--- src/hdl/smart_card_cfg.svh ---
// Offsets, field positions, reset values and timing counts of the card register bank
`ifndef SMART_CARD_CFG_SVH
`define SMART_CARD_CFG_SVH

`define REF_CLK_MHZ 250
// Register offsets on the 4-bit host address
`define OFS_CARD_SELECT 4'h0
`define OFS_CLOCK_CONFIG 4'h1
`define OFS_ETU_DIVIDER 4'h2
`define OFS_UART_CTRL_TWO 4'h3
`define OFS_GUARD_TIME 4'h5
`define OFS_UART_CTRL_ONE 4'h6
`define OFS_CARD_POWER 4'h7
`define OFS_TIMEOUT_CONFIG 4'h8
`define OFS_TIMEOUT_LOW 4'h9
`define OFS_TIMEOUT_MID 4'hA
`define OFS_TIMEOUT_HIGH 4'hB
`define OFS_STATUS_FIFO 4'hC
`define OFS_UART_DATA 4'hD
`define OFS_UART_STATUS 4'hE
`define OFS_HW_STATUS 4'hF
// Implemented-bit masks
`define MASK_CLOCK_CONFIG 8'h3F
`define MASK_UART_CTRL_TWO 8'h7F
`define MASK_UART_CTRL_ONE 8'h5F
`define MASK_CARD_POWER 8'h3F
`define MASK_UART_ONE_HELD 8'hF3
// Reset values
`define RST_ZERO 8'h00
`define RST_CARD_POWER 8'h30
`define RST_MIXED_STATUS 8'h50
// Field positions
`define BIT_UART_RUN 3
`define BIT_STOP_LEVEL 5
`define BIT_STOP_ENABLE 4
`define BIT_SYNC_CLOCK 3
`define BIT_SYNC_MODE 3
`define BIT_DOUBLER 1
`define BIT_PRESCALER 0
`define BIT_TRANSMIT 3
`define BIT_LAST_CHAR 2
// Device identification, value arbitrary
`define DEVICE_ID 4'h5
// Card select codes
`define SEL_CARD_A 3'b001
`define SEL_CARD_B 3'b010
`define SEL_CARD_AUX 3'b100
// Prescaler terminal counts (31 and 32 edges)
`define PRESCALE_31 5'd30
`define PRESCALE_32 5'd31
// Internal oscillator tick, in reference cycles per half period
`define INT_OSC_DIV 8'd100
// Least hold time of the UART reset before activation
`define RIU_MIN_NS 10
`define RIU_MIN_CYC ((`RIU_MIN_NS * `REF_CLK_MHZ + 999) / 1000)

`endif

--- src/hdl/smart_card_pkg.sv ---
// Types shared by the card register bank modules
package smart_card_pkg;
	typedef logic [2:0] div_sel_t;
	typedef enum {BUS_IDLE, BUS_READ, BUS_WRITE} bus_state_t;
endpackage : smart_card_pkg

--- src/hdl/card_clock_if.sv ---
// Configuration and clock signals between the register bank and one card clock generator
`timescale 1ns/1ns
interface card_clock_if;
	import smart_card_pkg::*;
	div_sel_t div_sel;
	logic stop;
	logic stop_level;
	logic sync_mode;
	logic sync_bit;
	logic doubler;
	logic card_clk;
	logic etu_edge;
	modport ctrl (output div_sel, stop, stop_level, sync_mode, sync_bit, doubler,
		input card_clk, etu_edge);
	modport gen (input div_sel, stop, stop_level, sync_mode, sync_bit, doubler,
		output card_clk, etu_edge);
endinterface : card_clock_if

--- src/hdl/card_clock_gen.sv ---
// Card clock divider, glitch-free between divided rates, with stop level, synchronous drive and ETU edge pulses
`timescale 1ns/1ns
`include "smart_card_cfg.svh"
module card_clock_gen
	import smart_card_pkg::*;
(
	// Clock and reset
	input wire logic ref_clk,
	input wire logic rst_b,
	// Internal oscillator enable
	input wire logic int_tick,
	// Configuration and clock
	card_clock_if.gen cif
);
	div_sel_t act_q;
	logic [2:0] cnt_q;
	logic clk_q;
	logic edge_q;
	logic [2:0] half_m1;
	logic hit;
	logic hold;

	always_comb
	begin
		case (act_q[1:0])
			2'b00: half_m1 = 3'h0;
			2'b01: half_m1 = 3'h1;
			2'b10: half_m1 = 3'h3;
			default: half_m1 = 3'h7;
		endcase
	end

	assign hit = act_q[2] ? int_tick : (cnt_q == half_m1);
	// Stop only once the clock already sits at the chosen level, so no pulse is cut short
	assign hold = cif.stop && (clk_q == cif.stop_level);

	always_ff @(posedge ref_clk or negedge rst_b)
	begin
		if (!rst_b)
		begin
			act_q <= 3'h0;
			cnt_q <= 3'h0;
			clk_q <= 1'b0;
			edge_q <= 1'b0;
		end
		else if (cif.sync_mode)
		begin
			clk_q <= cif.sync_bit;
			cnt_q <= 3'h0;
			edge_q <= 1'b0;
		end
		else if (hold)
		begin
			cnt_q <= 3'h0;
			edge_q <= 1'b0;
		end
		else if (hit)
		begin
			clk_q <= ~clk_q;
			cnt_q <= 3'h0;
			edge_q <= !clk_q || (cif.doubler && act_q != 3'h0);
			// New rate taken only at a rising edge, so both halves of a divided rate are whole
			if (!clk_q)
				act_q <= cif.div_sel;
		end
		else
		begin
			cnt_q <= cnt_q + 3'h1;
			edge_q <= 1'b0;
		end
	end

	assign cif.card_clk = clk_q;
	assign cif.etu_edge = edge_q;

	property p_sync_drive;
		@(posedge ref_clk) disable iff (!rst_b)
		cif.sync_mode |=> clk_q == $past(cif.sync_bit);
	endproperty
	a_sync_drive: assert property (p_sync_drive) else $error("sync clock not copied");

	property p_stop_hold;
		@(posedge ref_clk) disable iff (!rst_b)
		(!cif.sync_mode && cif.stop && clk_q == cif.stop_level)
		##1 (!cif.sync_mode && cif.stop && $stable(cif.stop_level))
		|-> clk_q == cif.stop_level && $stable(clk_q);
	endproperty
	a_stop_hold: assert property (p_stop_hold) else $error("stopped clock moved");

	property p_switch_at_rise;
		@(posedge ref_clk) disable iff (!rst_b)
		!$stable(act_q) |-> clk_q && !$past(clk_q);
	endproperty
	a_switch_at_rise: assert property (p_switch_at_rise) else $error("rate changed mid period");
endmodule : card_clock_gen

--- src/hdl/pin_sync.sv ---
// Three-stage synchroniser for pin inputs, a change counts once stages two and three agree
`timescale 1ns/1ns
module pin_sync #(
	parameter int WIDTH = 1,
	// Reset value of every stage, so an idle-high pin shows no false edge after reset
	parameter logic [WIDTH-1:0] IDLE = '0
) (
	// Clock and reset
	input wire logic ref_clk,
	input wire logic rst_b,
	// Pins and stable copies
	input wire logic [WIDTH-1:0] pin,
	output logic [WIDTH-1:0] stable
);
	logic [WIDTH-1:0] s1_q;
	logic [WIDTH-1:0] s2_q;
	logic [WIDTH-1:0] s3_q;

	for (genvar i = 0; i < WIDTH; i++)
	begin : g_bit
		always_ff @(posedge ref_clk or negedge rst_b)
		begin
			if (!rst_b)
			begin
				s1_q[i] <= IDLE[i];
				s2_q[i] <= IDLE[i];
				s3_q[i] <= IDLE[i];
				stable[i] <= IDLE[i];
			end
			else
			begin
				s1_q[i] <= pin[i];
				s2_q[i] <= s1_q[i];
				s3_q[i] <= s2_q[i];
				if (s2_q[i] == s3_q[i])
					stable[i] <= s3_q[i];
			end
		end
	end
endmodule : pin_sync

--- src/hdl/smart_card_regs.sv ---
// Host register bank of a dual smart card interface with banked per-card registers
// Functional notes
// - Divider, guard time, both UART controls and clock config exist per card.
// - Power control exists only for cards A and B.
// - Banked addresses reach only the copy of the selected card.
// - Shared addresses send reads to one register, writes to another.
// - UART data address reads receive buffer, writes transmit buffer.
// - Unimplemented bits ignore writes and read as zero.
// - Pin-reflecting status bits always show live pins, even in UART reset.
// - Card select upper nibble is a read-only device identification code.
// - UART reset-release low holds timeout config at zero, clears transmit and last-character bits, sets power bits 5:4.
// - Select codes 000 none, 001 A, 010 B, 100 aux; reset to none.
// - Stopped card clock sits low or high per stop level bit.
// - Clock stop halts selected card clock; clearing resumes divided rate.
// - Synchronous card clock pin copies the synchronous clock bit.
// - Sync mode: transmit write drives LSB to I/O; I/O reads in LSB.
// - Divide select sets card and UART clock: 1, 2, 4, 8, oscillator/2.
// - Card clock rate changes between divided rates without glitches or shortened pulses; a switch to oscillator can cut one high phase.
// - ETU is prescaler output over divider; 00h and 01h divide by one.
// - Prescaler divides by 31 when select is zero, 32 when one.
// - Doubler takes ETU from both clock edges, except undivided crystal.
`timescale 1ns/1ns
`include "smart_card_cfg.svh"
module smart_card_regs
	import smart_card_pkg::*;
(
	// Clock and reset
	input wire logic ref_clk,
	input wire logic rst_b,
	// Host parallel bus
	input wire logic cs_b,
	input wire logic wr_b,
	input wire logic rd_b,
	input wire logic [3:0] addr,
	input wire logic [7:0] data_in,
	output logic [7:0] data_out,
	output logic data_oe,
	// Card clocks
	output logic card_clk_a,
	output logic card_clk_b,
	// Card I/O lines
	input wire logic io_a_in,
	input wire logic io_b_in,
	input wire logic io_aux_in,
	output logic io_a_out,
	output logic io_b_out,
	output logic io_aux_out,
	output logic io_a_oe,
	output logic io_b_oe,
	output logic io_aux_oe,
	// Card and supply status pins
	input wire logic present_a,
	input wire logic present_b,
	input wire logic aux_int,
	input wire logic supply_low,
	input wire logic prot_limit_a,
	input wire logic prot_limit_b,
	input wire logic overheat,
	// UART timing and power sequencer controls
	output logic uart_run,
	output logic etu_tick,
	output logic [5:0] power_ctrl_a,
	output logic [5:0] power_ctrl_b
);
	localparam int NCARD = 3;
	localparam int NSYNC = 25;

	logic [NSYNC-1:0] sync_out;
	logic cs_s;
	logic wr_s;
	logic rd_s;
	logic [3:0] addr_s;
	logic [7:0] data_s;
	logic [NCARD-1:0] io_s;
	logic pres_a_s;
	logic pres_b_s;
	logic aux_s;
	logic supl_s;
	logic prtla_s;
	logic prtlb_s;
	logic ptl_s;

	bus_state_t bus_q;
	logic [3:0] cap_addr_q;
	logic [7:0] cap_data_q;
	logic acc;
	logic wr_commit;
	logic [7:0] rd_mux;

	logic riu_q;
	logic [2:0] sel_q;
	logic [1:0] idx;
	logic sel_ok;
	logic [7:0] timeout_config_q;

	logic [7:0] clock_config_q [NCARD];
	logic [7:0] etu_divider_q [NCARD];
	logic [7:0] uart_control_two_q [NCARD];
	logic [7:0] guard_time_count_q [NCARD];
	logic [7:0] uart_control_one_q [NCARD];
	logic [7:0] card_power_control_q [2];
	logic [NCARD-1:0] io_bit_q;
	logic [NCARD-1:0] io_oe_q;
	logic [NCARD-1:0] edge_w;
	logic [NCARD-1:0] clk_w;

	logic [7:0] int_cnt_q;
	logic int_tick_q;
	logic [4:0] psc_cnt_q;
	logic [7:0] div_cnt_q;
	logic etu_q;
	logic [7:0] data_out_q;
	logic data_oe_q;

	// Strobes start at their idle high level, so reset release is not taken as an access
	pin_sync #(.WIDTH(NSYNC), .IDLE({3'b111, {22{1'b0}}})) u_sync (
		.ref_clk(ref_clk),
		.rst_b(rst_b),
		.pin({cs_b, wr_b, rd_b, addr, data_in, io_aux_in, io_b_in, io_a_in,
			present_a, present_b, aux_int, supply_low, prot_limit_a, prot_limit_b, overheat}),
		.stable(sync_out)
	);
	assign {cs_s, wr_s, rd_s, addr_s, data_s, io_s, pres_a_s, pres_b_s, aux_s,
		supl_s, prtla_s, prtlb_s, ptl_s} = sync_out;

	// Host access: rd_b high selects read while chip select and strobe are low
	assign acc = !cs_s && !wr_s;
	assign wr_commit = (bus_q == BUS_WRITE) && !acc;

	always_ff @(posedge ref_clk or negedge rst_b)
	begin
		if (!rst_b)
		begin
			bus_q <= BUS_IDLE;
			cap_addr_q <= 4'h0;
			cap_data_q <= 8'h00;
			data_out_q <= 8'h00;
			data_oe_q <= 1'b0;
		end
		else
		begin
			case (bus_q)
				BUS_IDLE:
				begin
					if (acc && rd_s)
					begin
						bus_q <= BUS_READ;
						data_out_q <= rd_mux;
						data_oe_q <= 1'b1;
					end
					else if (acc)
					begin
						bus_q <= BUS_WRITE;
						cap_addr_q <= addr_s;
						cap_data_q <= data_s;
					end
				end
				BUS_READ:
				begin
					data_out_q <= rd_mux;
					if (!acc)
					begin
						bus_q <= BUS_IDLE;
						data_oe_q <= 1'b0;
					end
				end
				BUS_WRITE:
				begin
					// Data is taken as it stands at the close of the strobe
					if (acc)
					begin
						cap_addr_q <= addr_s;
						cap_data_q <= data_s;
					end
					else
						bus_q <= BUS_IDLE;
				end
				default: bus_q <= BUS_IDLE;
			endcase
		end
	end

	always_comb
	begin
		idx = 2'd0;
		sel_ok = 1'b0;
		case (sel_q)
			`SEL_CARD_A:
			begin
				idx = 2'd0;
				sel_ok = 1'b1;
			end
			`SEL_CARD_B:
			begin
				idx = 2'd1;
				sel_ok = 1'b1;
			end
			`SEL_CARD_AUX:
			begin
				idx = 2'd2;
				sel_ok = 1'b1;
			end
			default: sel_ok = 1'b0;
		endcase
	end

	// Card select: identification nibble is constant, reset-release and select are stored
	always_ff @(posedge ref_clk or negedge rst_b)
	begin
		if (!rst_b)
		begin
			riu_q <= 1'b0;
			sel_q <= 3'b000;
		end
		else if (wr_commit && cap_addr_q == `OFS_CARD_SELECT)
		begin
			riu_q <= cap_data_q[`BIT_UART_RUN];
			sel_q <= cap_data_q[2:0];
		end
	end

	always_ff @(posedge ref_clk or negedge rst_b)
	begin
		if (!rst_b)
			timeout_config_q <= `RST_ZERO;
		else if (!riu_q)
			timeout_config_q <= `RST_ZERO;
		else if (wr_commit && cap_addr_q == `OFS_TIMEOUT_CONFIG)
			timeout_config_q <= cap_data_q;
	end

	// One register copy and one clock generator per card interface
	for (genvar i = 0; i < NCARD; i++)
	begin : g_card
		card_clock_if cif ();
		logic hit;
		assign hit = wr_commit && sel_ok && idx == 2'(i);

		always_ff @(posedge ref_clk or negedge rst_b)
		begin
			if (!rst_b)
			begin
				clock_config_q[i] <= `RST_ZERO;
				etu_divider_q[i] <= `RST_ZERO;
				uart_control_two_q[i] <= `RST_ZERO;
				guard_time_count_q[i] <= `RST_ZERO;
				uart_control_one_q[i] <= `RST_ZERO;
			end
			else
			begin
				if (hit && cap_addr_q == `OFS_CLOCK_CONFIG)
					clock_config_q[i] <= cap_data_q & `MASK_CLOCK_CONFIG;
				if (hit && cap_addr_q == `OFS_ETU_DIVIDER)
					etu_divider_q[i] <= cap_data_q;
				if (hit && cap_addr_q == `OFS_UART_CTRL_TWO)
					uart_control_two_q[i] <= cap_data_q & `MASK_UART_CTRL_TWO;
				if (hit && cap_addr_q == `OFS_GUARD_TIME)
					guard_time_count_q[i] <= cap_data_q;
				// Transmit and last-character bits cannot be set while the UART is held
				if (hit && cap_addr_q == `OFS_UART_CTRL_ONE)
					uart_control_one_q[i] <= cap_data_q & `MASK_UART_CTRL_ONE
						& (riu_q ? 8'hFF : `MASK_UART_ONE_HELD);
				else if (!riu_q)
					uart_control_one_q[i][`BIT_TRANSMIT:`BIT_LAST_CHAR] <= 2'b00;
			end
		end

		// Synchronous I/O: the latest transmit LSB is driven while in transmit
		always_ff @(posedge ref_clk or negedge rst_b)
		begin
			if (!rst_b)
			begin
				io_bit_q[i] <= 1'b0;
				io_oe_q[i] <= 1'b0;
			end
			else
			begin
				if (hit && cap_addr_q == `OFS_UART_DATA && uart_control_two_q[i][`BIT_SYNC_MODE])
					io_bit_q[i] <= cap_data_q[0];
				io_oe_q[i] <= uart_control_two_q[i][`BIT_SYNC_MODE]
					&& uart_control_one_q[i][`BIT_TRANSMIT];
			end
		end

		assign cif.div_sel = clock_config_q[i][2:0];
		assign cif.stop = clock_config_q[i][`BIT_STOP_ENABLE];
		assign cif.stop_level = clock_config_q[i][`BIT_STOP_LEVEL];
		assign cif.sync_mode = uart_control_two_q[i][`BIT_SYNC_MODE];
		assign cif.sync_bit = clock_config_q[i][`BIT_SYNC_CLOCK];
		assign cif.doubler = uart_control_two_q[i][`BIT_DOUBLER];
		assign edge_w[i] = cif.etu_edge;
		assign clk_w[i] = cif.card_clk;

		card_clock_gen u_gen (
			.ref_clk(ref_clk),
			.rst_b(rst_b),
			.int_tick(int_tick_q),
			.cif(cif)
		);
	end

	for (genvar j = 0; j < 2; j++)
	begin : g_power
		always_ff @(posedge ref_clk or negedge rst_b)
		begin
			if (!rst_b)
				card_power_control_q[j] <= `RST_CARD_POWER;
			else if (wr_commit && sel_ok && idx == 2'(j) && cap_addr_q == `OFS_CARD_POWER)
				card_power_control_q[j] <= (cap_data_q & `MASK_CARD_POWER)
					| (riu_q ? 8'h00 : `RST_CARD_POWER);
			else if (!riu_q)
				card_power_control_q[j][5:4] <= 2'b11;
		end
	end

	// Internal oscillator stand-in: one enable pulse per half period
	always_ff @(posedge ref_clk or negedge rst_b)
	begin
		if (!rst_b)
		begin
			int_cnt_q <= 8'h00;
			int_tick_q <= 1'b0;
		end
		else
		begin
			int_tick_q <= int_cnt_q == `INT_OSC_DIV - 8'h01;
			int_cnt_q <= (int_cnt_q == `INT_OSC_DIV - 8'h01) ? 8'h00 : int_cnt_q + 8'h01;
		end
	end

	// ETU: selected card clock edges through the prescaler, then the divider
	always_ff @(posedge ref_clk or negedge rst_b)
	begin
		if (!rst_b)
		begin
			psc_cnt_q <= 5'h00;
			div_cnt_q <= 8'h00;
			etu_q <= 1'b0;
		end
		else if (!riu_q || !sel_ok)
		begin
			psc_cnt_q <= 5'h00;
			div_cnt_q <= 8'h00;
			etu_q <= 1'b0;
		end
		else
		begin
			etu_q <= 1'b0;
			if (edge_w[idx])
			begin
				if (psc_cnt_q == (uart_control_two_q[idx][`BIT_PRESCALER] ?
					`PRESCALE_32 : `PRESCALE_31))
				begin
					psc_cnt_q <= 5'h00;
					// Values below two divide by one; a full 256 count is not offered
					if (etu_divider_q[idx] < 8'h02 || div_cnt_q == etu_divider_q[idx] - 8'h01)
					begin
						div_cnt_q <= 8'h00;
						etu_q <= 1'b1;
					end
					else
						div_cnt_q <= div_cnt_q + 8'h01;
				end
				else
					psc_cnt_q <= psc_cnt_q + 5'h01;
			end
		end
	end

	always_comb
	begin
		rd_mux = 8'h00;
		case (addr_s)
			`OFS_CARD_SELECT: rd_mux = {`DEVICE_ID, riu_q, sel_q};
			`OFS_CLOCK_CONFIG: rd_mux = sel_ok ? clock_config_q[idx] : 8'h00;
			`OFS_ETU_DIVIDER: rd_mux = sel_ok ? etu_divider_q[idx] : 8'h00;
			`OFS_UART_CTRL_TWO: rd_mux = sel_ok ? uart_control_two_q[idx] : 8'h00;
			`OFS_GUARD_TIME: rd_mux = sel_ok ? guard_time_count_q[idx] : 8'h00;
			`OFS_UART_CTRL_ONE: rd_mux = sel_ok ? uart_control_one_q[idx] : 8'h00;
			`OFS_CARD_POWER: rd_mux = (sel_ok && idx != 2'd2) ? card_power_control_q[idx[0]] : 8'h00;
			`OFS_TIMEOUT_CONFIG: rd_mux = timeout_config_q;
			`OFS_STATUS_FIFO: rd_mux = `RST_MIXED_STATUS | {4'h0, pres_b_s, pres_a_s, aux_s, 1'b0};
			`OFS_UART_DATA: rd_mux = (sel_ok && uart_control_two_q[idx][`BIT_SYNC_MODE]) ?
				{7'h00, io_s[idx]} : 8'h00;
			`OFS_HW_STATUS: rd_mux = {1'b0, prtlb_s, prtla_s, supl_s, pres_b_s, pres_a_s, aux_s, ptl_s};
			default: rd_mux = 8'h00;
		endcase
	end

	assign data_out = data_out_q;
	assign data_oe = data_oe_q;
	assign card_clk_a = clk_w[0];
	assign card_clk_b = clk_w[1];
	assign io_a_out = io_bit_q[0];
	assign io_b_out = io_bit_q[1];
	assign io_aux_out = io_bit_q[2];
	assign io_a_oe = io_oe_q[0];
	assign io_b_oe = io_oe_q[1];
	assign io_aux_oe = io_oe_q[2];
	assign uart_run = riu_q;
	assign etu_tick = etu_q;
	assign power_ctrl_a = card_power_control_q[0][5:0];
	assign power_ctrl_b = card_power_control_q[1][5:0];

	property p_id_read;
		@(posedge ref_clk) disable iff (!rst_b)
		(acc && rd_s && addr_s == `OFS_CARD_SELECT) |=> data_oe_q && data_out_q[7:4] == `DEVICE_ID;
	endproperty
	a_id_read: assert property (p_id_read) else $error("identification nibble wrong");

	property p_reserved_zero;
		@(posedge ref_clk) disable iff (!rst_b)
		(acc && rd_s && addr_s == `OFS_CLOCK_CONFIG) |=> data_out_q[7:6] == 2'b00;
	endproperty
	a_reserved_zero: assert property (p_reserved_zero) else $error("reserved bits not zero");

	property p_live_pins;
		@(posedge ref_clk) disable iff (!rst_b)
		(acc && rd_s && addr_s == `OFS_HW_STATUS)
		|=> data_out_q[3:1] == $past({pres_b_s, pres_a_s, aux_s});
	endproperty
	a_live_pins: assert property (p_live_pins) else $error("pin status not live");

	property p_no_card_write;
		@(posedge ref_clk) disable iff (!rst_b)
		(wr_commit && !sel_ok) |=> $stable(etu_divider_q[0]) && $stable(guard_time_count_q[1]);
	endproperty
	a_no_card_write: assert property (p_no_card_write) else $error("write with no card");

	property p_uart_held;
		@(posedge ref_clk) disable iff (!rst_b)
		!riu_q [*2] |-> timeout_config_q == 8'h00 && !etu_q;
	endproperty
	a_uart_held: assert property (p_uart_held) else $error("UART state not held");

	property p_sync_tx;
		@(posedge ref_clk) disable iff (!rst_b)
		(wr_commit && sel_ok && idx == 2'd0 && cap_addr_q == `OFS_UART_DATA
			&& uart_control_two_q[0][`BIT_SYNC_MODE]) |=> io_a_out == $past(cap_data_q[0]);
	endproperty
	a_sync_tx: assert property (p_sync_tx) else $error("sync transmit bit lost");

	property p_bank_route;
		@(posedge ref_clk) disable iff (!rst_b)
		(wr_commit && sel_q == `SEL_CARD_A && cap_addr_q == `OFS_GUARD_TIME)
		|=> guard_time_count_q[0] == $past(cap_data_q) && $stable(guard_time_count_q[2]);
	endproperty
	a_bank_route: assert property (p_bank_route) else $error("banked write misrouted");

	property p_select_decode;
		@(posedge ref_clk) disable iff (!rst_b)
		sel_ok == (sel_q == 3'b001 || sel_q == 3'b010 || sel_q == 3'b100);
	endproperty
	a_select_decode: assert property (p_select_decode) else $error("select decode wrong");

	property p_aux_no_power;
		@(posedge ref_clk) disable iff (!rst_b)
		(acc && rd_s && addr_s == `OFS_CARD_POWER && sel_q == `SEL_CARD_AUX) |=> data_out_q == 8'h00;
	endproperty
	a_aux_no_power: assert property (p_aux_no_power) else $error("aux power register seen");
endmodule : smart_card_regs

--- config.mk ---
export PLATFORM = sky130hd
export DESIGN_NAME = smart_card_regs
export DESIGN_NICKNAME = d
export VERILOG_FILES = /design/src/hdl/smart_card_pkg.sv /design/src/hdl/card_clock_if.sv /design/src/hdl/card_clock_gen.sv /design/src/hdl/pin_sync.sv /design/src/hdl/smart_card_regs.sv
export VERILOG_INCLUDE_DIRS = /design/src /design/src/hdl
export SDC_FILE = /design/constraint.sdc
export NUM_CORES = 1
export LEC_CHECK = 0
export BUFFER_PORTS_ARGS = -buffer_cell sky130_fd_sc_hd__buf_2
export CAP_MARGIN = 25
export CELL_PAD_IN_SITES_DETAIL_PLACEMENT = 0
export CELL_PAD_IN_SITES_GLOBAL_PLACEMENT = 2
export CORE_ASPECT_RATIO = 0.6
export CORE_MARGIN = 1
export CORE_UTILIZATION = 43
export CTS_BUF_LIST = sky130_fd_sc_hd__clkbuf_2 sky130_fd_sc_hd__clkbuf_4 sky130_fd_sc_hd__clkbuf_8
export DETAILED_ROUTE_END_ITERATION = 10
export PLACE_DENSITY = 0.92
export SETUP_SLACK_MARGIN = 0.1
export SKIP_LAST_GASP = 1
export SYNTH_ARGS = -nofsm -noshare
export SYNTH_HDL_FRONTEND = slang
export SYNTH_SLANG_ARGS = --single-unit
--- constraint.sdc ---
create_clock -name ref_clk -period 6.2 [get_ports ref_clk]
set_input_delay 0.31 -clock ref_clk [delete_from_list [all_inputs] [get_ports ref_clk]]
set_output_delay 0.31 -clock ref_clk [all_outputs]
set_load 0.03 [all_outputs]
* After elaboration in Yosys (flattened, before gate mapping)
Index checks and enable logic that the tools add are counted.
Word-level totals: bits in registers 345, bits of input ports 27, output and inout port bits 31, word-level logic and storage cells 448
Cells by class: $add $sub $neg 7, $lt $le $gt $ge 4, equality and inequality tests 81, muxes and demuxes 104, bitwise gates (word level) 13, reduce and logical (&&, ||, !) cells 86
Operators by type and width (count):
- $mux W8 | 29
- $mux W32 | 3
- $pmux W8 S11 | 1
- $bmux W8 S2 | 5
- $pmux W32 S2 | 1
- $logic_and A1 B1 Y1 | 43
- $eq A32 B1 Y1 const B | 1
- $eq A32 B2 Y1 const B | 1
- $eq A32 B3 Y1 const B | 1
- $logic_not A32 Y1 | 1
- $mux W1 | 32
- $pmux W8 S2 | 2
- $eq A1 B1 Y1 | 28
- $mux W3 | 9
- $pmux W3 S3 | 3
- $eq A4 B3 Y1 const B | 6
- $eq A4 B4 Y1 const B | 6
- $add A8 B1 Y8 const B | 2
- $eq A4 B2 Y1 const B | 4
- $ne A2 B2 Y1 const B | 8
- $mux W5 | 3
- $mux W2 | 7
- $reduce_and A2 Y1 | 7
- $reduce_bool A2 Y1 | 7
- other kinds (39) | 85

* Depth between registers and ports, before layout
Gate-level depths: netlist of run 1.
word-level depth 13, depth in mapped cells 14, gate-level depth less buffers 12

* Modules after synthesis
A second synthesis of run 1 with hierarchy kept.
Second synthesis, totals: cells, all modules 1082, area total of the unflattened synthesis 13454.2 µm²
By module, submodules not included:
- smart_card_regs | times used 1, cells an instance 813, area an instance 9206.3 µm², seq. area each 4534.3 µm²
- pin_sync | times used 1, cells an instance 125, area an instance 2798.9 µm², seq. area each 2517.4 µm²
- card_clock_gen | times used 3, cells an instance 48, area an instance 483.0 µm², seq. area each 200.2 µm²

* Worst setup path before layout of run 1
Ideal clock, no wire load.
kind register to register, start reg sel_q[0], end reg div_cnt_q[1], library setup time 122 ps, data arrival time 2616 ps, required time 6078 ps, setup slack 3462 ps, stages on the path, launching flop included 14, path buffers 2, period minus slack after synthesis 2738 ps, cell sequence dfrtp_1 > nand2b_1 > clkbuf_1 > o22a_1 > o221ai_2 > ha_1 > inv_1 > nor3_1 > nand4_1 > xnor2_1 > nor4_1 > o21ai_2 > buf_6 > a32o_1
On the way: cells in the longest elaborated chain, start to end 13, elaborated cells on any way between the ends 30, classes of those cells add/sub (1); order compare (1); eq/ne (5); mux (15); bitwise (1); reduce/logical (7)
RTL lines:
- start, declared | line smart_card_regs.sv:91 | logic [2:0] sel_q;
- start signal, assigned | line smart_card_regs.sv:218 | sel_q <= cap_data_q[2:0];
- $eq A3 B3 Y1 / $eq A3 B2 Y1 (equally long branches) | line smart_card_regs.sv:187 | case (sel_q)
- $pmux W2 S2 | line smart_card_regs.sv:187
- $not A2 Y3 (implied by the code) | line smart_card_regs.sv:351, smart_card_regs.sv:356
- $bmux W8 S2 | line smart_card_regs.sv:356 | if (etu_divider_q[idx] < 8'h02 || div_cnt_q == etu_divider_q[idx] - 8'h01)
- $mux W8 (implied by the code) (2 in a row) | line smart_card_regs.sv:356
- $sub A8 B1 Y8 | line smart_card_regs.sv:356
- $eq A8 B8 Y1 | line smart_card_regs.sv:356
- $logic_or A1 B1 Y1 | line smart_card_regs.sv:356
- $mux W8 | line smart_card_regs.sv:356
- $mux W8 | line smart_card_regs.sv:351 | if (psc_cnt_q == (uart_control_two_q[idx][`BIT_PRESCALER] ?
- $mux W8 | line smart_card_regs.sv:349 | if (edge_w[idx])
- $mux W8 | line smart_card_regs.sv:340 | else if (!riu_q || !sel_ok)
- end signal, assigned | line smart_card_regs.sv:362 | div_cnt_q <= div_cnt_q + 8'h01;
- end, declared | line smart_card_regs.sv:110 | logic [7:0] div_cnt_q;
Parallel ways exist; a longest one is shown, timed or not. The select of a mux whose other input is x is not followed. A chain may end at the register's enable or synchronous reset.

* Final worst setup path of run 1
start reg sel_q[2], end reg etu_q (netlist: etu_tick)
On the way: cells in the longest elaborated chain, start to end 13, elaborated cells on any way between the ends 27, classes of those cells add/sub (1); order compare (1); eq/ne (5); mux (15); bitwise (1); reduce/logical (4)
RTL lines:
- $eq A3 B3 Y1 / $eq A3 B2 Y1 (equally long branches) | line smart_card_regs.sv:187
- $pmux W2 S2 | line smart_card_regs.sv:187
- $not A2 Y3 (implied by the code) | line smart_card_regs.sv:351, smart_card_regs.sv:356
- $bmux W8 S2 | line smart_card_regs.sv:356
- $mux W8 (implied by the code) (2 in a row) | line smart_card_regs.sv:356
- $sub A8 B1 Y8 | line smart_card_regs.sv:356
- $eq A8 B8 Y1 | line smart_card_regs.sv:356
- $logic_or A1 B1 Y1 | line smart_card_regs.sv:356
- $mux W1 | line smart_card_regs.sv:356
- $mux W1 | line smart_card_regs.sv:351
- $mux W1 | line smart_card_regs.sv:349
- $mux W1 * | line smart_card_regs.sv:340
- end signal, assigned | line smart_card_regs.sv:344 | etu_q <= 1'b0;
- end signal, assigned | line smart_card_regs.sv:348 | etu_q <= 1'b0;
- end signal, assigned | line smart_card_regs.sv:359 | etu_q <= 1'b1;
- end, declared | line smart_card_regs.sv:111 | logic etu_q;
Mark *: on every way between the ends. The rest lies on a longest branch, timed or not. The select of a mux whose other input is x is not followed.

==> results of run 1 <==
## stage by stage
stage | cell area (um2) | std cells | setup slack [ns] | util
after floorplan | 13000 | 1051 | 3.46 | -
after global placement | 13600 | 1472 | 2.41 | 0.468
after detailed placement | 13600 | 1472 | 2.28 | 0.468
after CTS | 14900 | 1579 | 2.32 | 0.510
after global routing | 14900 | 1579 | 1.96 | 0.510
final | 14900 | 1579 | 2.26 | 0.510
## state kept, by name, indices dropped and copies added (netlist names), 15 cells and up
signal              cells
etu_divider_q          24
uart_control_one_q     18
u_sync.s2_q            25
guard_time_count_q     24
clock_config_q         18
u_sync.stable          25
u_sync.s1_q            25
uart_control_two_q     15
u_sync.s3_q            25
## critical path, stage by stage, from the launching register on
cell and delay, ns:
dfrtp_1 1.00, nand2b_1 0.38, o22a_1 0.28, o221ai_2 0.30
ha_1 0.28, inv_1 0.06, nor3_1 0.18, nand4_1 0.14
xnor2_1 0.19, nor4_1 0.39, o21ai_2 0.26, a2111oi_1 0.38
## worst max-delay path by stage
stage	from	endpoint	cells past startpoint
2_1_floorplan	sel_q[0]$_DFFE_PN0P_	div_cnt_q[1]$_DFFE_PN0P_	13
3_3_place_gp	sel_q[2]$_DFFE_PN0P_	etu_tick$_DFF_PN0_	10
3_5_place_dp	sel_q[2]$_DFFE_PN0P_	etu_tick$_DFF_PN0_	11
4_1_cts	sel_q[2]$_DFFE_PN0P_	etu_tick$_DFF_PN0_	11
5_1_grt	sel_q[2]$_DFFE_PN0P_	etu_tick$_DFF_PN0_	11
6_report	sel_q[2]$_DFFE_PN0P_	etu_tick$_DFF_PN0_	11
## power groups by stage
stage               clock, mW  sequential [mW]  combinational (mW)
global placement            0             2.82                1.51
global route             1.84             2.85                1.72
detailed placement          0             2.83                1.54
floorplan                   0             2.57                1.22
CTS                      1.76             2.80                1.56
finish                   1.71             2.81                1.56
## cell usage after synthesis, types with 3 or more instances
| cell type | n |
|---|---|
| a21oi_1 | 31 |
| o311ai_2 | 3 |
| o211ai_1 | 4 |
| a222oi_1 | 4 |
| nor2b_1 | 29 |
| xor2_1 | 6 |
| nor3_1 | 16 |
| nand2_1 | 83 |
| xnor2_1 | 21 |
| nand4_1 | 5 |
| o21ai_1 | 3 |
| o21bai_1 | 3 |
| maj3_1 | 25 |
| ha_1 | 10 |
| dfrtp_1 | 289 |
| nand2b_1 | 10 |
| a22oi_1 | 10 |
| a221oi_1 | 7 |
| and3_1 | 13 |
| buf_2 | 10 |
| a32o_1 | 3 |
| mux2i_1 | 40 |
| dfstp_2 | 16 |
| nand3_1 | 34 |
| clkbuf_1 | 31 |
| or4_1 | 3 |
| and2_1 | 5 |
| o22a_1 | 3 |
| o221ai_1 | 5 |
| nor2_1 | 59 |
| o22ai_1 | 6 |
| nor3b_1 | 3 |
| a31oi_1 | 12 |
| a22o_1 | 6 |
| or3_1 | 3 |
| inv_1 | 14 |
| mux2_2 | 133 |
| o31ai_1 | 4 |
| nor4_1 | 5 |
| o21ai_0 | 48 |
## logic make-up after synthesis
logic type | count (synthesis) | share of synthesized area
XOR/XNOR | 27 | 0.0182
multiplexers | 173 | 0.146
buffers and inverters | 59 | 0.0195
flip-flops | 305 | 0.590
AO/OA/AOI/OAI | 173 | 0.0910
AND/OR/NAND/NOR | 279 | 0.106
adder cells (fa/ha/maj) | 35 | 0.0290
## layer usage
metal  part of all wire  global-route usage  vias up
li1                   -                   -     3982
met1               0.50               0.340     4510
met2               0.40               0.301      304
met3              0.084              0.0612       49
met4              0.017              0.0548        0
met5                  0                   0        -
## final cells by class
| type | count | share of cell area |
|---|---|---|
| Sequential cell | 305 | 0.514 |
| Multi-Input combinational cell | 687 | 0.340 |
| Clock buffer | 72 | 0.0607 |
| Timing Repair Buffer | 92 | 0.0427 |
| Tap cell | 400 | 0.0336 |
| Clock inverter | 9 | 0.00454 |
| Inverter | 14 | 0.00353 |
## what timing repair did
item,CTS,global route
hold buffers,26,0
setup buffers,0,0
endpoints found under the hold margin,142,0
==> flow_metrics.env, run 1 <==
export IMPL_outcome="completed"
export IMPL_r2r_start="sel_q[2]$_DFFE_PN0P_"
export IMPL_path_class="flop to flop"
export IMPL_p_clk_frac=0.281
export IMPL_slew_headroom=0.288
export IMPL_layout_cells_most_common="dfrtp_1"
export IMPL_power_frac_seq=0.462
export IMPL_fmax_ghz=0.254
export IMPL_synth_warnings=0
export IMPL_required_ns=6.67
export IMPL_switching_share=0.359
export IMPL_io_pins=58
export IMPL_die_h_um=137
export IMPL_viasPerCell=5.60
export IMPL_clock_skew_ns=0.0371
export IMPL_p_leak_nw=6.82
export IMPL_start_util=0.444
export IMPL_overflow=0
export IMPL_coreArea_mm2=0.0292
export IMPL_grt_pass1_wl_um=51100
export IMPL_layout_common_cells="dfrtp_1, mux2_2, nand2_1, nor2_1, clkbuf_8"
export IMPL_numCtsBuffers=46
export IMPL_p_int_mw=3.89
export IMPL_hold_end="u_sync.s2_q[6]$_DFF_PN0_"
export IMPL_ant_nets=0
export IMPL_cts_root_buffer="clkbuf_8"
export IMPL_netlist_instances=1051
export IMPL_ys_async_sr_fraction=1.00
export IMPL_hold_class="flop to flop"
export IMPL_dieArea_mm2=0.0309
export IMPL_grt_total_usage=0.220
export IMPL_place_congestion=0.916
export IMPL_antenna_found_initial=0
export IMPL_nFillCells=2612
export IMPL_min_period_over_period=0.635
export IMPL_synth_nets=1088
export IMPL_vdd_drop_max_mv=0.187
export IMPL_portBuffers=57
export IMPL_clock_latency_ns=0.60
export IMPL_clk_path_buf_depth=3
export IMPL_final_nets=1183
export IMPL_dieWidth_um=226
export IMPL_avgSynthCellArea_um2=12.3
export IMPL_synth_edf_count=0
export IMPL_finalSetupViolCount=0
export IMPL_routedWlPerCell_um=20.6
export IMPL_synth_area_mm2=0.0130
export IMPL_fin_crit_ns=3.94
export IMPL_p_per_area_mw_per_mm2=409
export IMPL_r2r_end="etu_tick$_DFF_PN0_"
export IMPL_tightest_slew_ns=1.07
export IMPL_startpoint_type="flop"
export IMPL_cp_end_kind="flop"
export IMPL_drv_slew=0
export IMPL_multi_input_area_mm2=0.00506
export IMPL_detailed_place_hpwl_um=22000
export IMPL_holdPathStages=0
export IMPL_setup_tns_ns=0
export IMPL_vias=8845
export IMPL_cp_max_fo=31
export IMPL_antenna_cells=0
export IMPL_clock_sinks=305
export IMPL_rsz0062_at_grt="false"
export IMPL_p_comb_frac=0.257
export IMPL_power_total_mw=6.08
export IMPL_clkSlewWorstSetupHoldPaths_ns=0.06
export IMPL_ff2ff_path_depth=11
export IMPL_routed_wl_um=32500
export IMPL_htreeDepth=2
export IMPL_synth_flop_cell="dfrtp_1"
export IMPL_grt_max_degree=177
export IMPL_synth_top_area_share=0.558
export IMPL_rows=48
export IMPL_whs_ns=0.346
export IMPL_drc=0
export IMPL_drt_first_pass_iters=5
export IMPL_drt_iter0_drc=765
export IMPL_arrival_ns=4.40
export IMPL_cap_violations=0
export IMPL_cts_tree="built"
export IMPL_synthTopCellsByArea="dfrtp_1, mux2_2, dfstp_2, mux2i_1, nand2_1"
export IMPL_regToRegSetupSlack_ns=2.26
export IMPL_synth_cell_types=71
export IMPL_switchingPower_mw=2.18
export IMPL_cts_resized=0
export IMPL_syn_to_final_growth_pct=14.7
export IMPL_seq_area_frac_synth=0.590
export IMPL_synth_top_cell_by_area="dfrtp_1"
export IMPL_min_from="u_sync.s1_q[6]$_DFF_PN0_"
export IMPL_ys_ff_latch=305
export IMPL_drive_gt1_frac=0.261
export IMPL_grt_pass1_vias=8667
export IMPL_regArea_mm2=0.00765
export IMPL_hold_viol=0
Note: power is estimated with default switching activity, not from simulation.
==> run 2, diff against run 1 <==
--- a/config.mk
+++ b/config.mk
@@ -12,10 +12,10 @@
 export CELL_PAD_IN_SITES_GLOBAL_PLACEMENT = 2
 export CORE_ASPECT_RATIO = 0.6
 export CORE_MARGIN = 1
-export CORE_UTILIZATION = 43
+export CORE_UTILIZATION = 40
 export CTS_BUF_LIST = sky130_fd_sc_hd__clkbuf_2 sky130_fd_sc_hd__clkbuf_4 sky130_fd_sc_hd__clkbuf_8
 export DETAILED_ROUTE_END_ITERATION = 10
-export PLACE_DENSITY = 0.92
+export PLACE_DENSITY = 0.9
 export SETUP_SLACK_MARGIN = 0.1
 export SKIP_LAST_GASP = 1
 export SYNTH_ARGS = -nofsm -noshare
==> constraint.sdc (replaced) <==
create_clock -name ref_clk -period 3.6 [get_ports ref_clk]
set_input_delay 0.18 -clock ref_clk [delete_from_list [all_inputs] [get_ports ref_clk]]
set_output_delay 0.18 -clock ref_clk [all_outputs]
set_load 0.03 [all_outputs]
==> run 2 against run 1 <==
  * Wire length down 2.0%
  * Global-route usage decreased by 2.0 points
  * Core utilization decreased by 3.0 points
  * Power rose by 76%
  * Final cell count grew 2.2%
  * First-iteration DRC count grew 19%
  * Sequential power rose by 67%
==> flow_metrics.env, run 2 (synthesis results as in run 1) <==
export IMPL_startpoint_type="flop"
export IMPL_vias=8839
export IMPL_clock_sinks=305
export IMPL_clk_path_buf_depth=3
export IMPL_crit_slowest_cell="dfrtp_2"
export IMPL_io_pins=58
export IMPL_fin_crit_ns=3.13
export IMPL_slowest_delay_ns=0.52
export IMPL_overflow=0
export IMPL_routedWlPerCell_um=19.7
export IMPL_finalSetupViolCount=0
export IMPL_drt_first_pass_iters=6
export IMPL_clkSlewWorstSetupHoldPaths_ns=0.06
export IMPL_dieWidth_um=234
export IMPL_rows=50
export IMPL_grt_total_usage=0.200
export IMPL_p_leak_nw=6.95
export IMPL_cp_max_fo=16
export IMPL_grt_pass1_wl_um=50800
export IMPL_antenna_found_initial=0
export IMPL_clock_skew_ns=0.0155
export IMPL_arrival_ns=3.59
export IMPL_coreArea_mm2=0.0315
export IMPL_cts_root_buffer="clkbuf_8"
export IMPL_clock_latency_ns=0.58
export IMPL_portBuffers=57
export IMPL_hold_class="input pin to asynchronous set/reset pin"
export IMPL_hold_viol=0
export IMPL_cp_cell_sequence="nand2b_2 -> o22a_1 -> o221ai_2 -> ha_1 -> inv_1 -> nor3_1 -> nand4_1 -> xnor2_1 -> nor4_1 -> o21ai_2 -> buf_12 -> a31oi_1 -> mux2i_1"
export IMPL_layout_common_cells="dfrtp_1, mux2_2, nand2_1, nor2_1, clkbuf_8"
export IMPL_power_frac_seq=0.440
export IMPL_place_congestion=0.889
export IMPL_routed_wl_um=31800
export IMPL_p_clk_frac=0.285
export IMPL_cap_violations=0
export IMPL_power_total_mw=10.7
export IMPL_layout_cells_most_common="dfrtp_1"
export IMPL_drv_slew=0
export IMPL_p_per_area_mw_per_mm2=707
export IMPL_p_comb_frac=0.275
export IMPL_viasPerCell=5.48
export IMPL_outcome="completed"
export IMPL_antenna_cells=0
export IMPL_numCtsBuffers=45
export IMPL_regArea_mm2=0.00765
export IMPL_cts_tree="built"
export IMPL_cp_end_kind="flop"
export IMPL_path_class="flop to flop"
export IMPL_detailed_place_hpwl_um=21800
export IMPL_die_h_um=141
export IMPL_drc=0
export IMPL_syn_to_final_growth_pct=16.7
export IMPL_setup_tns_ns=0
export IMPL_dieArea_mm2=0.0332
export IMPL_vdd_drop_max_mv=0.355
export IMPL_drive_gt1_frac=0.274
export IMPL_tightest_slew_ns=0.982
export IMPL_nFillCells=2899
export IMPL_min_period_over_period=0.870
export IMPL_start_util=0.411
export IMPL_p_int_mw=6.90
export IMPL_grt_pass1_vias=8581
export IMPL_multi_input_area_mm2=0.00507
export IMPL_switching_share=0.355
export IMPL_ant_nets=0
export IMPL_fmax_ghz=0.319
export IMPL_slew_headroom=0.345
export IMPL_switchingPower_mw=3.79
export IMPL_final_nets=1203
export IMPL_grt_max_degree=102
export IMPL_htreeDepth=2
export IMPL_drt_iter0_drc=909
export IMPL_rsz0062_at_grt="false"
export IMPL_required_ns=4.06
==> run 2: metrics by stage <==
stage                     instances  utilization  setup WS [ns]  cell area [um2]  hold WS, ns
final                          1614        0.480          0.467            15100        0.186
after global routing           1614        0.480          0.165            15100        0.210
after CTS                      1611        0.478          0.164            15100        0.186
after detailed placement       1506        0.438          0.165            13800        0.210
after global placement         1506        0.438          0.331            13800        0.209
after floorplan                1051            -          0.862            13000       -0.116
==> run 2: path summary, 6_finish.rpt <==
path / start / end / slack [ns] / cells past startpoint
setup / recovery: sel_q[2]$_DFFE_PN0P_ / div_cnt_q[2]$_DFFE_PN0P_ / 0.47 / 13
hold / removal: rst_b / cap_data_q[3]$_DFFE_PN0P_ / 0.19 / 2
setup reg to reg: sel_q[2]$_DFFE_PN0P_ / div_cnt_q[2]$_DFFE_PN0P_ / 0.47 / 13
hold reg to reg: u_sync.s1_q[20]$_DFF_PN0_ / u_sync.s2_q[20]$_DFF_PN0_ / 0.34 / 0
max in group asynchronous: rst_b / power_ctrl_b[5]$_DFFE_PN1P_ / 2.41 / 3
min in group ref_clk: overheat / u_sync.s1_q[0]$_DFF_PN0_ / 0.24 / 2
==> run 2: power by group through the flow <==
stage,Combinational [mW],Sequential [mW],Clock (mW)
after detailed placement,2.79,4.79,0
after CTS,2.83,4.73,3.14
final,2.94,4.70,3.05
after global placement,2.76,4.78,0
after floorplan,2.11,4.43,0
after global routing,3.22,4.79,3.29
==> run 2: cell type report <==
type,count,share of cell area
inverters,14,0.00347
repair buffers,113,0.0554
flip-flops and latches,305,0.506
clock buffers,70,0.0583
clock inverters,9,0.00703
multi-input cells,687,0.335
well taps,416,0.0344
==> run 2: critical path: cells and delay by family (launching register included) <==
kind / cells / cell delay [ns]
AOI/OAI and AO/OA: 4 / 0.85
and+or+nand+nor: 4 / 0.85
DFF: 1 / 0.52
adders and majority gates: 1 / 0.28
buffers and inverters: 2 / 0.23
xor gates and xnor gates: 1 / 0.19
muxes: 1 / 0.09
==> run 2: what timing repair did <==
action,CTS,global route
setup endpoints to repair,0,9
buffers inserted,0,2
hold endpoints to repair,101,0
hold buffers,26,0
resized for setup,0,3
==> run 2: metal layers <==
layer,wire length [um],part of all wire,global-route usage,up-vias
met5,0,0,0,-
met4,452,0.014,0.0397,0
met3,2370,0.074,0.0561,48
met2,12800,0.40,0.263,273
met1,16200,0.51,0.322,4497
li1,-,-,-,4021
==> run 3, diff against run 2 <==
--- a/config.mk
+++ b/config.mk
@@ -6,16 +6,16 @@
 export SDC_FILE = /design/constraint.sdc
 export NUM_CORES = 1
 export LEC_CHECK = 0
-export BUFFER_PORTS_ARGS = -buffer_cell sky130_fd_sc_hd__buf_2
 export CAP_MARGIN = 25
 export CELL_PAD_IN_SITES_DETAIL_PLACEMENT = 0
 export CELL_PAD_IN_SITES_GLOBAL_PLACEMENT = 2
 export CORE_ASPECT_RATIO = 0.6
 export CORE_MARGIN = 1
-export CORE_UTILIZATION = 40
+export CORE_UTILIZATION = 42
 export CTS_BUF_LIST = sky130_fd_sc_hd__clkbuf_2 sky130_fd_sc_hd__clkbuf_4 sky130_fd_sc_hd__clkbuf_8
 export DETAILED_ROUTE_END_ITERATION = 10
-export PLACE_DENSITY = 0.9
+export DONT_BUFFER_PORTS = 1
+export PLACE_DENSITY = 0.91
 export SETUP_SLACK_MARGIN = 0.1
 export SKIP_LAST_GASP = 1
 export SYNTH_ARGS = -nofsm -noshare
==> run 3 against run 2 <==
  * The flow now finishes with violations (hold timing)
  * Clock power about the same
  * Global-route usage up 1.2 points
  * Final cell count down 4.4%
  * Count of clock-buffer cells in the layout down 3
  * Combinational power down 11%
==> flow_metrics.env, run 3 (synthesis results as in run 1) <==
export IMPL_outcome="finished with violations"
export IMPL_failed_checks="hold timing"
export IMPL_power_total_mw=10.6
export IMPL_required_ns=4.07
export IMPL_multi_input_area_mm2=0.00506
export IMPL_fmax_ghz=0.317
export IMPL_cts_hold_buffers=25
export IMPL_drv_slew=0
export IMPL_p_clk_frac=0.291
export IMPL_portBuffers=0
export IMPL_cts_root_buffer="clkbuf_8"
export IMPL_path_class="flop to flop"
export IMPL_regArea_mm2=0.00765
export IMPL_syn_to_final_growth_pct=13.5
export IMPL_placed_area_mm2=0.0135
export IMPL_grt_pass1_wl_um=52200
export IMPL_finalCoreUtilization=0.488
export IMPL_clk_path_buf_depth=3
export IMPL_drive_gt1_frac=0.235
export IMPL_clock_latency_ns=0.60
export IMPL_grt_pass1_vias=8733
export IMPL_r2r_start="sel_q[0]$_DFFE_PN0P_"
export IMPL_crit_slowest_cell="dfrtp_1"
export IMPL_layout_cells_most_common="dfrtp_1"
export IMPL_crit_start="sel_q[0]$_DFFE_PN0P_"
export IMPL_io_pins=58
export IMPL_detailed_place_hpwl_um=21700
export IMPL_layout_common_cells="dfrtp_1, mux2_2, nand2_1, nor2_1, clkbuf_8"
export IMPL_place_congestion=0.922
export IMPL_tightest_slew_ns=1.07
export IMPL_routed_wl_um=32500
export IMPL_final_nets=1137
export IMPL_p_int_mw=6.80
export IMPL_dieWidth_um=229
export IMPL_coreArea_mm2=0.0302
export IMPL_slowest_delay_ns=0.39
export IMPL_clock_skew_ns=0.0237
export IMPL_grt_total_usage=0.213
export IMPL_whs_ns=-0.708
export IMPL_routedWlPerCell_um=21.1
export IMPL_power_frac_seq=0.462
export IMPL_die_h_um=138
export IMPL_rows=49
export IMPL_clkSlewWorstSetupHoldPaths_ns=0.06
export IMPL_cap_violations=0
export IMPL_drt_first_pass_iters=5
export IMPL_switchingPower_mw=3.77
export IMPL_path_buf_inv=1
export IMPL_min_period_over_period=0.877
export IMPL_clock_sinks=305
export IMPL_p_leak_nw=6.64
export IMPL_vdd_drop_max_mv=0.375
export IMPL_path_delay_family="compound AO/OA/AOI/OAI gates"
export IMPL_startpoint_type="flop"
export IMPL_cts_tree="built"
export IMPL_start_util=0.430
export IMPL_cp_max_fo=13
export IMPL_numCtsBuffers=45
export IMPL_cts_setup_buffers=0
export IMPL_htreeDepth=2
export IMPL_p_comb_frac=0.247
export IMPL_slew_headroom=0.290
export IMPL_hold_class="input pin to asynchronous set/reset pin"
export IMPL_finalSetupViolCount=0
export IMPL_hold_viol=305
export IMPL_antenna_found_initial=1
export IMPL_drt_iter0_drc=944
export IMPL_ant_nets=0
export IMPL_nFillCells=2713
export IMPL_vias=8698
export IMPL_arrival_ns=3.63
export IMPL_overflow=0
export IMPL_rsz0062_at_grt="false"
export IMPL_cp_end_kind="flop"
export IMPL_cp_cell_sequence="nand2b_2 -> o22a_1 -> o221ai_2 -> ha_1 -> inv_1 -> nor3_1 -> nand4_1 -> xnor2_1 -> nor4_1 -> o21ai_2 -> a2111oi_1"
export IMPL_grt_max_degree=306
export IMPL_fin_crit_ns=3.16
export IMPL_drc=0
export IMPL_viasPerCell=5.64
export IMPL_switching_share=0.357
export IMPL_dieArea_mm2=0.0316
export IMPL_setup_tns_ns=0
export IMPL_post_route_cell_area_mm2=0.0147
export IMPL_p_per_area_mw_per_mm2=719
-- run 3: cell types whose count changed in the layout (fill, tap and decap cells not counted), sizes merged --
cell,change
diode,+1
clkinv,+5
buf,-65
dlygate4sd3,-1
clkbuf,-3
-- run 3: timing repair --
item | in CTS | in global routing
hold endpoints to repair | 330 | 305
setup endpoints to repair | 0 | 7
gates resized for setup | 0 | 4
-- run 3: area by class of cell --
type	instances	area share
clock buffers	67	0.0589
clock inverters	14	0.00893
multi-input cells	687	0.344
diodes	1	0.000170
flip-flops and latches	305	0.520
repair buffers	47	0.0291
inverters	14	0.00357
well taps	408	0.0347
-- run 3: final timing paths --
check	depth (start not counted)	slack [ns]	end
min in group ref_clk	1	0.13	u_sync.s1_q[0]$_DFF_PN0_
setup / recovery	11	0.44	etu_tick$_DFF_PN0_
setup reg to reg	11	0.44	etu_tick$_DFF_PN0_
hold reg to reg	0	0.35	u_sync.s2_q[14]$_DFF_PN0_
max in group asynchronous	0	3.77	power_ctrl_a[0]$_DFFE_PN0P_
hold / removal	0	-0.71	u_sync.s3_q[10]$_DFF_PN0_
-- run 3: metrics by stage --
stage / setup slack, ns / std cells
after global routing: 0.137 / 1542
final: 0.443 / 1543
after detailed placement: 0.282 / 1436
after CTS: 0.312 / 1542
after floorplan: 0.862 / 1051
after global placement: 0.352 / 1436
-- run 3: power by group through the flow --
stage,Combinational [mW],Clock [mW],Sequential [mW]
final,2.61,3.08,4.89
after global routing,2.88,3.32,4.96
after CTS,2.58,3.15,4.87
after detailed placement,2.55,0,4.93
after global placement,2.50,0,4.91
after floorplan,2.11,0,4.43
-- run 3: metal layers --
metal / track usage / vias to the layer above / routed length, um
met5: 0.0179 / - / 74
met4: 0.0498 / 2 / 526
met3: 0.0485 / 49 / 2210
met2: 0.292 / 280 / 13500
met1: 0.335 / 4460 / 16200
li1: - / 3907 / -
